<file path="src/design/bbse_pkg.sv">
/*
  package: opcode groups, instruction lengths, cycle counts and widths for the bit-test,
  bit-set, branch-never and branch-to-subroutine execution unit.
  assumes: included by every design file of the unit; no clock or reset of its own.
*/
package bbse_pkg;
  localparam int          ADDR_W          = 16;       // address width
  localparam int          DATA_W          = 8;        // data width
  // opcode groups: upper nibble selects the group, low bit selects set or clear test in the bit branch group
  localparam logic [3:0]  GRP_BIT_BRANCH  = 4'h0;     // 0x00..0x0f
  localparam logic [3:0]  GRP_BIT_SET     = 4'h1;     // 0x10..0x1e, even only
  localparam logic [7:0]  OP_BRANCH_NEVER = 8'h21;    // two bytes
  localparam logic [7:0]  OP_BRANCH_SUB   = 8'had;    // two bytes
  // instruction lengths, used as the step from the opcode address
  localparam logic [15:0] LEN_DIR_REL     = 16'h0003; // opcode, address, offset
  localparam logic [15:0] LEN_TWO         = 16'h0002; // opcode plus one byte
  localparam logic [15:0] ONE16           = 16'h0001; // byte step
  localparam logic [7:0]  DIRECT_PAGE_HI  = 8'h00;    // upper byte of a direct address
  localparam logic [7:0]  BYTE_ZERO       = 8'h00;
  localparam logic [15:0] WORD_ZERO       = 16'h0000;
  // cycle budget of each instruction, opcode cycle included
  localparam int          CYC_BIT_BRANCH  = 5;
  localparam int          CYC_BIT_SET     = 4;
  localparam int          CYC_BRANCH_NEV  = 3;
  localparam int          CYC_BRANCH_SUB  = 4;
  // sequencer states, one-hot
  typedef enum logic [4:0] {
    ST_IDLE      = 5'h01,
    ST_FETCH_DIR = 5'h02,
    ST_FETCH_OFS = 5'h04,
    ST_READ_MEM  = 5'h08,
    ST_PUSH_LO   = 5'h10
  } bbse_state_t;
  // instruction class picked at decode
  typedef enum logic [2:0] {
    CL_NONE       = 3'h0,
    CL_BIT_BRANCH = 3'h1,
    CL_BIT_SET    = 3'h2,
    CL_BRANCH_NEV = 3'h3,
    CL_BRANCH_SUB = 3'h4
  } bbse_class_t;
endpackage

</file>
<file path="src/design/bbse_target_if.sv">
/*
  interface: carries the branch target request from the sequencer to the target adder.
  assumes: purely combinational, no clock; the sequencer drives, the adder answers.
*/
`timescale 1ns/1ps
interface bbse_target_if;
  import bbse_pkg::*;
  logic [15:0] base;   // opcode address
  logic [15:0] step;   // instruction length
  logic [7:0]  offset; // signed displacement byte
  logic        take;   // add the displacement
  logic [15:0] target; // resulting program counter
  modport seq (output base, output step, output offset, output take, input target);
  modport calc (input base, input step, input offset, input take, output target);
endinterface

</file>
<file path="src/design/bbse_target_calc.sv">
/*
  module: branch target adder, opcode address plus length plus optional displacement.
  assumes: combinational; base and step come from registers of the sequencer, while offset and take follow the memory read data.
*/
`timescale 1ns/1ps
module bbse_target_calc
  import bbse_pkg::*;
(
  // target request and answer
  bbse_target_if.calc tgt
);
  // displacement widened with its sign bit, or zero when not taken
  wire [15:0] ext_ofs  = tgt.take ? {{8{tgt.offset[7]}}, tgt.offset} : WORD_ZERO; // see [RL14]
  // plain 16-bit sums drop the carry, so the target wraps silently
  wire [15:0] next_seq = tgt.base + tgt.step;                               // see [RL13]
  assign tgt.target = next_seq + ext_ofs;                                   // see [RL15]
endmodule

</file>
<file path="src/design/bbse_exec.sv">
/*
  module: execution sequencer for bit test and branch, bit set, branch never and
  branch to subroutine; it fetches operand bytes, drives stack writes and hands
  back the new program counter, stack pointer and carry.
  assumes: the core has fetched the opcode and pulses start in the opcode cycle;
  memory answers a read in the same cycle the read strobe stands; writes finish
  in the cycle they are issued.
*/
// How it works
// [RL1] branch-if-bit-clear jumps to opcode+3+offset when zero
// [RL2] branch-if-bit-set jumps when one, else falls through
// [RL3] direct operand address has upper byte zero
// [RL4] bit tests copy tested bit into carry only
// [RL5] odd opcodes 0x01..0x0f: clear test, 5 cycles
// [RL6] even opcodes 0x00..0x0e: set test, 5 cycles
// [RL7] bit set reads, forces one bit, writes back
// [RL8] opcodes 0x10..0x1e set bit, 4 cycles
// [RL9] branch-never 0x21: pc plus 2, 3 cycles
// [RL10] subroutine return address is opcode address plus 2
// [RL11] push low at sp, dec, high, dec
// [RL12] 0xad: pc = return address plus offset
// [RL13] displacement is last instruction byte, two's complement
// [RL14] taken branch sign-extends displacement to 16 bits
// [RL15] program counter sums wrap modulo 65536
// [RL16] memory answers reads and takes writes in time
`timescale 1ns/1ps
module bbse_exec
  import bbse_pkg::*;
(
  // clock and reset
  input  wire logic        ref_clk,
  input  wire logic        rst_b,
  // instruction hand-off from the core
  input  wire logic        start,
  input  wire logic [7:0]  opcode,
  input  wire logic [15:0] opcode_addr,
  input  wire logic [15:0] stack_pointer_in,
  // completion back to the core
  output logic             busy,
  output logic             done,
  output logic             unsupported,
  output logic [15:0]      program_counter,
  output logic [15:0]      stack_pointer,
  output logic             carry_we,
  output logic             carry,
  // memory and i/o bus
  output logic [15:0]      mem_addr,
  output logic             mem_rd,
  output logic             mem_wr,
  output logic [7:0]       mem_wdata,
  input  wire logic [7:0]  mem_rdata
);

  bbse_state_t state;        // sequencer state
  bbse_class_t op_class;     // class latched at start
  logic [2:0]  bit_sel;      // selected bit number
  logic        want_set;     // bit test branches on one
  logic [15:0] op_addr;      // opcode address of the running instruction
  logic [7:0]  dir_addr;     // direct-page address byte
  logic [7:0]  rel_ofs;      // displacement byte

  // decode of the incoming opcode
  wire        grp_bb   = opcode[7:4] == GRP_BIT_BRANCH;               // see [RL5] [RL6]
  wire        grp_bs   = (opcode[7:4] == GRP_BIT_SET) && !opcode[0];  // see [RL8]
  wire        is_nev   = opcode == OP_BRANCH_NEVER;                   // see [RL9]
  wire        is_sub   = opcode == OP_BRANCH_SUB;                     // see [RL12]
  wire        known    = grp_bb | grp_bs | is_nev | is_sub;
  wire [2:0]  in_bit   = opcode[3:1];                                 // bit n from 2n or 2n+1
  wire        in_set   = !opcode[0];                                  // even code tests for one
  // direct page address: upper byte forced to zero
  wire [15:0] dir_word = {DIRECT_PAGE_HI, dir_addr};                  // see [RL3]
  // tested bit of the operand byte read this cycle
  wire        mem_bit  = mem_rdata[bit_sel];
  wire        taken    = (mem_bit == want_set);                      // see [RL1] [RL2]
  // byte with only the selected bit forced high
  wire [7:0]  set_mask = 8'h01 << bit_sel;
  wire [7:0]  set_byte = mem_rdata | set_mask;                        // see [RL7]
  // return address and stack steps
  wire [15:0] ret_addr = op_addr + LEN_TWO;                           // see [RL10]
  wire [15:0] sp_dec1  = stack_pointer_in - ONE16;
  wire [15:0] sp_dec2  = sp_dec1 - ONE16;
  wire [15:0] op_next2 = op_addr + LEN_TWO;

  // target adder request; the displacement is only honoured when it applies
  bbse_target_if tgt ();
  wire        take_ofs = (op_class == CL_BRANCH_SUB) ||
                         ((op_class == CL_BIT_BRANCH) && taken);      // see [RL14]
  assign tgt.base   = op_addr;
  assign tgt.step   = (op_class == CL_BIT_BRANCH) ? LEN_DIR_REL : LEN_TWO;
  assign tgt.offset = (state == ST_FETCH_OFS) ? mem_rdata : rel_ofs;  // see [RL13]
  assign tgt.take   = take_ofs;

  bbse_target_calc u_calc (
    .tgt (tgt.calc)
  );

  // instruction context, captured once per instruction
  always_ff @(posedge ref_clk or negedge rst_b) begin
    if (!rst_b) begin
      op_class <= CL_NONE;
      bit_sel  <= 3'h0;
      want_set <= 1'b0;
      op_addr  <= WORD_ZERO;
    end else if (start && !busy) begin
      op_class <= grp_bb ? CL_BIT_BRANCH :
                  grp_bs ? CL_BIT_SET    :
                  is_nev ? CL_BRANCH_NEV :
                  is_sub ? CL_BRANCH_SUB : CL_NONE;
      bit_sel  <= in_bit;
      want_set <= in_set;
      op_addr  <= opcode_addr;
    end
  end

  // operand bytes, caught in the cycle the memory answers
  always_ff @(posedge ref_clk or negedge rst_b) begin
    if (!rst_b) begin
      dir_addr <= BYTE_ZERO;
      rel_ofs  <= BYTE_ZERO;
    end else begin
      if (state == ST_FETCH_DIR) begin
        dir_addr <= mem_rdata;
      end
      if (state == ST_FETCH_OFS) begin
        rel_ofs <= mem_rdata;                                         // see [RL13]
      end
    end
  end

  // sequencer: every output is a flop, set one edge ahead of the cycle it shows in
  always_ff @(posedge ref_clk or negedge rst_b) begin
    if (!rst_b) begin
      state           <= ST_IDLE;
      busy            <= 1'b0;
      done            <= 1'b0;
      unsupported     <= 1'b0;
      program_counter <= WORD_ZERO;
      stack_pointer   <= WORD_ZERO;
      carry_we        <= 1'b0;
      carry           <= 1'b0;
      mem_addr        <= WORD_ZERO;
      mem_rd          <= 1'b0;
      mem_wr          <= 1'b0;
      mem_wdata       <= BYTE_ZERO;
    end else begin
      // pulses default low each cycle
      done        <= 1'b0;
      unsupported <= 1'b0;
      carry_we    <= 1'b0;
      mem_rd      <= 1'b0;
      mem_wr      <= 1'b0;
      case (state)
        ST_IDLE: begin
          if (start && known) begin
            // every supported opcode fetches the byte after the opcode next
            busy     <= 1'b1;
            mem_addr <= opcode_addr + ONE16;
            mem_rd   <= 1'b1;
            state    <= (grp_bb || grp_bs) ? ST_FETCH_DIR : ST_FETCH_OFS;
          end else if (start) begin
            // unknown codes finish at once and leave the pc alone
            done            <= 1'b1;
            unsupported     <= 1'b1;
            program_counter <= opcode_addr;
            stack_pointer   <= stack_pointer_in;
          end
        end
        ST_FETCH_DIR: begin
          if (op_class == CL_BIT_SET) begin
            // bit set goes straight to the operand read
            mem_addr <= {DIRECT_PAGE_HI, mem_rdata};                  // see [RL3] [RL8]
            mem_rd   <= 1'b1;
            state    <= ST_READ_MEM;
          end else begin
            // bit test fetches its displacement first
            mem_addr <= op_next2;                                     // see [RL5] [RL6]
            mem_rd   <= 1'b1;
            state    <= ST_FETCH_OFS;
          end
        end
        ST_FETCH_OFS: begin
          case (op_class)
            CL_BIT_BRANCH: begin
              mem_addr <= dir_word;                                   // see [RL3]
              mem_rd   <= 1'b1;
              state    <= ST_READ_MEM;
            end
            CL_BRANCH_NEV: begin
              // offset byte is read and discarded; flags untouched
              done            <= 1'b1;
              busy            <= 1'b0;
              program_counter <= op_next2;                            // see [RL9]
              stack_pointer   <= stack_pointer_in;
              state           <= ST_IDLE;
            end
            CL_BRANCH_SUB: begin
              // low half of the return address goes first
              mem_addr  <= stack_pointer_in;                          // see [RL11]
              mem_wdata <= ret_addr[7:0];                             // see [RL10]
              mem_wr    <= 1'b1;
              state     <= ST_PUSH_LO;
            end
            default: begin
              busy  <= 1'b0;
              state <= ST_IDLE;
            end
          endcase
        end
        ST_READ_MEM: begin
          if (op_class == CL_BIT_SET) begin
            // write the whole byte back; flags are not touched
            mem_addr        <= dir_word;                              // see [RL7]
            mem_wdata       <= set_byte;                              // see [RL7]
            mem_wr          <= 1'b1;
            done            <= 1'b1;
            busy            <= 1'b0;
            program_counter <= op_next2;
            stack_pointer   <= stack_pointer_in;
          end else begin
            // only carry changes; it mirrors the tested bit either way
            carry           <= mem_bit;                               // see [RL4]
            carry_we        <= 1'b1;                                  // see [RL4]
            done            <= 1'b1;
            busy            <= 1'b0;
            program_counter <= tgt.target;                            // see [RL1] [RL2]
            stack_pointer   <= stack_pointer_in;
          end
          state <= ST_IDLE;
        end
        ST_PUSH_LO: begin
          // second push lands one below, and the pointer ends two below
          mem_addr        <= sp_dec1;                                 // see [RL11]
          mem_wdata       <= ret_addr[15:8];
          mem_wr          <= 1'b1;
          stack_pointer   <= sp_dec2;                                 // see [RL11]
          program_counter <= tgt.target;                              // see [RL12]
          done            <= 1'b1;
          busy            <= 1'b0;
          state           <= ST_IDLE;
        end
        default: begin
          busy  <= 1'b0;
          state <= ST_IDLE;
        end
      endcase
    end
  end

  // limitation: start is ignored while busy, so the core holds its next opcode
  // until done; the done cycle itself may already carry the next start

endmodule

</file>
<file path="config.mk">
export PLATFORM = sky130hd
export DESIGN_NAME = bbse_exec
export DESIGN_NICKNAME = d
export VERILOG_FILES = /design/src/design/bbse_pkg.sv /design/src/design/bbse_target_if.sv /design/src/design/bbse_target_calc.sv /design/src/design/bbse_exec.sv
export SDC_FILE = /design/constraint.sdc
export NUM_CORES = 1
export LEC_CHECK = 0
export CORE_MARGIN = 2
export CORE_UTILIZATION = 50
export CTS_BUF_LIST = sky130_fd_sc_hd__clkbuf_4 sky130_fd_sc_hd__clkbuf_8
export DETAILED_ROUTE_END_ITERATION = 8
export DONT_BUFFER_PORTS = 1
export PLACE_DENSITY = 0.68
export REMOVE_ABC_BUFFERS = 1
export SETUP_SLACK_MARGIN = 0.2
export SLEW_MARGIN = 20
export SYNTH_ARGS = -nofsm -noshare
export SYNTH_HDL_FRONTEND = slang
export SYNTH_SLANG_ARGS = --single-unit
</file>
<file path="constraint.sdc">
create_clock -name ref_clk -period 3.8 [get_ports ref_clk]
set_input_delay 0.19 -clock ref_clk [delete_from_list [all_inputs] [get_ports ref_clk]]
set_output_delay 0.19 -clock ref_clk [all_outputs]
set_load 0.005 [all_outputs]
</file>
==> out/results.tsv <==
stage	metric	value	unit
setup_path	R2R Setup Slk	-0.21	ns
sta	Slew @ Worst Pin	1.120	ns
sta	RSZ-0062 raised after global routing	yes	
logic_synthesis	count of state elements after synthesis	107	
setup_path	crit end category	flip-flop	
logic_synthesis	Synth top cells by count	dfrtp_1, nand2_1, nor2_1, a21oi_1, clkbuf_1	
placed_design	Final GP Congestion	0.9352	
global_routing	number of antenna violations at the first check in global routing	0	
sta	Slew HR	25.35	%
finish	register area	2680	sq um
sta	Final Slew Violations	0	
logic_synthesis	Mapped Cells	841	
die	Die Ht	124.8	um
setup_path	Startpoint Class	flip-flop	
setup_path	Worst R2R Start	bit_sel[0]	
finish	multi-input logic area	4582	sq um
global_routing	number of global-route vias before repair	7102	
sta	final hold slack	-0.01093	ns
logic_synthesis	sequential area share after synthesis	36.70	%
power_and_ir_drop	Power Dens Cells	565.8	nW/um^2
logic_synthesis	Post-synth top flop	dfrtp_1	
placed_design	dpl cell area	7776	sq um
setup_path	crit path max fanout	6	
outcome	failing checks	negative hold slack, negative setup slack	
placed_design	Port-buffer cells	0	
clock_tree	Longest Clk Path Bufs	2	
global_routing	largest net degree at the start of global routing	108	
detailed_routing	WL/cell	21.63	um
clock_tree	clk slew on worst S/H paths	0.10	ns
setup_path	Reg-to-Reg End	program_counter[15]	
clock_tree	TritonCTS Buffers	9	
placed_design	post-DP HPWL	16.61	mm
setup_path	CP arrival	4.31	ns
clock_tree	clk sinks	107	
logic_synthesis	top cell type by total area after synthesis	dfrtp_1	
detailed_routing	final WL	23.93	mm
hold_path	Hold Path Depth	2	
clock_tree	TritonCTS clock tree	built	
die	Die X	124.8	um
detailed_routing	Vias/cell	6.405	
detailed_routing	Pre-Repair DR Iteration Count	8	
logic_synthesis	synthesized cell area	7298	sq um
clock_tree	worst-skew pair later-pin latency	0.41	ns
detailed_routing	vias post-DR	7084	
die	Ports	114	
finish	Synth-to-Final Area Change	20.32	%
global_routing	first-pass GRT wire length	37.61	mm
logic_synthesis	Post-synth EDFFs	0	
sta	Final period util	105.6	%
placed_design	Post-Place Worst Slack	-0.4261	ns
clock_tree	Root Driver	clkbuf_8	
finish	Nets	1004	
global_routing	GRT Total Usage	30.46	%
setup_path	CP Launch Point	bit_sel[0]	
finish	share of cells above drive strength 1	15.18	%
job	max cap viols	0	
logic_synthesis	Syn. warnings	0	
sta	Peak Freq	0.2493	GHz
logic_synthesis	most numerous cell in the Yosys netlist	dfrtp_1	
setup_path	critical path class	flip-flop to flip-flop	
finish	FILL cells	1198	
global_routing	GRT overflow	0	
sta	Worst Skew	0.01344	ns
detailed_routing	DRC violations left	0	
finish	Final Instance Area	8781	sq um
die	initial core utilization	50.79	%
power_and_ir_drop	Tot Pwr	0.004968	W
outcome	outcome	finished, violations left	
setup_path	FF-to-FF path depth	17	
sta	Final Critical Period	4.011	ns
setup_path	Critical Path RT	4.10	ns
hold_path	Hold Path Class	input port to flip-flop	
logic_synthesis	top post-synthesis cells by area	dfrtp_1, ha_1, nand2_1	
sta	Fin. Hold Viols	1	
detailed_routing	DR iter-0 viols	814	
die	Die ar.	15580	sq um
die	row cnt	44	
logic_synthesis	Synth cell types	73	
setup_path	Worst Setup EP	program_counter[15]	
logic_synthesis	Synth Area per Inst	8.678	sq um
die	area of the core	14370	sq um
sta	PnR worst setup slack	-0.2109	ns
logic_synthesis	Post-synth ARST share	100.0	%
clock_tree	level count of the clock H-tree	3	
finish	ANT cells	0	
power_and_ir_drop	Lkg Pwr	3.722	nW
sta	Final setup viols	5	
detailed_routing	Post-DRT Antenna Nets	0	
logic_synthesis	top cell type's share of synthesized area	36.34	%
power_and_ir_drop	maximum vdd drop	0.3611	mV
routing by layer:
metal  share of wire (%)  wire length [um]  up-vias  track usage [%]
li1                    -                 -     3205                -
met1                  40              9595     3402            39.35
met2                  47             11150      390            49.57
met3                 8.7              2085       87            5.026
met4                 4.6              1097        0            15.36
met5                   0                 0        -                0
sequential cells by signal, summed over array words and instances, names as in the netlist:
name	cells
dir_addr	8
op_class	3
mem_wr	1
want_set	1
unsupported	1
stack_pointer	16
rel_ofs	8
mem_rd	1
carry	1
done	1
state	5
mem_addr	16
busy	1
op_addr	16
mem_wdata	8
bit_sel	3
program_counter	16
carry_we	1
kinds of logic after synthesis:
kind of cell / synth area share [%]
AND/OR/NAND/NOR: 19.34
AO/OA/AOI/OAI: 21.07
multiplexers: 4.629
adder cells (fa/ha/maj): 6.515
buffers and inverters: 4.234
XOR/XNOR: 7.509
flip-flops: 36.70
layout by cell type (no fill, tap or decap), types with 4 or more instances in the layout:
cell           netlist  final
nand3_1             29     29
inv_2                3      5
a211oi_1             5      5
xnor2_1             32     31
nor2_1              84     84
nand2_1             89     87
mux2_2               4      4
a221oi_1            14     12
o21a_1               4      4
ha_4                 0      7
a21o_1               9      9
mux2_1              22     22
nor3_1              16     16
a222oi_1             8      8
ha_1                34     27
nand4_1              9      9
inv_1               23     21
a21oi_1             63     58
a31oi_1             14     14
o21ai_0             17     17
o31ai_1              6      5
or3_1               12     11
o211ai_1             9      9
buf_6                2      5
clkbuf_8             1     11
xor2_1              28     28
o22ai_1             13     12
nor2b_1             13      8
buf_4                0     63
a221o_1              6      6
dlygate4sd3_1        0     45
dfrtp_1            106    105
and3_1              18     18
o21ai_1             35     31
worst min-delay path by stage:
stage | startpoint | end | slack, ns
final | opcode_addr[6] | program_counter[6] | -0.01
after global routing | opcode_addr[5] | program_counter[5] | 0.008
after CTS | opcode_addr[3] | program_counter[3] | 0.003
after detailed placement | rst_b | stack_pointer[2] | -0.10
after global placement | rst_b | stack_pointer[1] | -0.10
after floorplan | rst_b | bit_sel[0] | -0.11
cell type report:
| type | count | share of cell area [%] |
|---|---|---|
| Sequential cell | 107 | 30.52 |
| Clock inverter | 2 | 0.1140 |
| Timing Repair Buffer | 114 | 11.47 |
| Tap cell | 184 | 2.622 |
| Multi-Input combinational cell | 659 | 52.18 |
| Inverter | 26 | 1.111 |
| Clock buffer | 14 | 1.981 |
stage by stage:
step / utilization (%) / TNS (ns) / std cells
6_report: 61.11 / -0.5206 / 1106
5_1_grt: 61.11 / -1.672 / 1106
4_1_cts: 60.10 / -0.3013 / 1104
3_5_place_dp: 54.12 / -1.248 / 1036
3_3_place_gp: 54.12 / -0.5750 / 1036
2_1_floorplan: - / -0.3670 / 792
critical path, stage by stage, from the launching register on:
cell and delay (ns):
dfrtp_2 0.48, mux2i_1 0.14, a22o_1 0.25, o31a_1 0.29
o31a_4 0.32, nand2b_4 0.16, ha_4 0.26, inv_2 0.04
ha_4 0.15, inv_2 0.06, fa_2 0.23, nor2b_4 0.05
o31a_1 0.28, o31ai_2 0.27, o21ai_2 0.10, a31oi_1 0.21
xnor3_1 0.26, a221o_1 0.35
power by group:
part           switching (W)  internal [W]  leakage (nW)  total, W
sequential          0.000326       0.00151          1.24   0.00183
clock               0.000405      0.000295         0.101  0.000700
combinational        0.00128       0.00116          2.38   0.00244
total                0.00201       0.00296          3.72   0.00497
repair_timing:
action / 4_1_cts / 5_1_grt
gates resized for setup: 29 / 22
pin swaps: 13 / 20
endpoints found under the hold margin: 160 / 0
hold buffers: 46 / 0
setup endpoints to repair: 11 / 11
setup buffers: 6 / 2
Note: power is estimated with default switching activity, not from simulation.
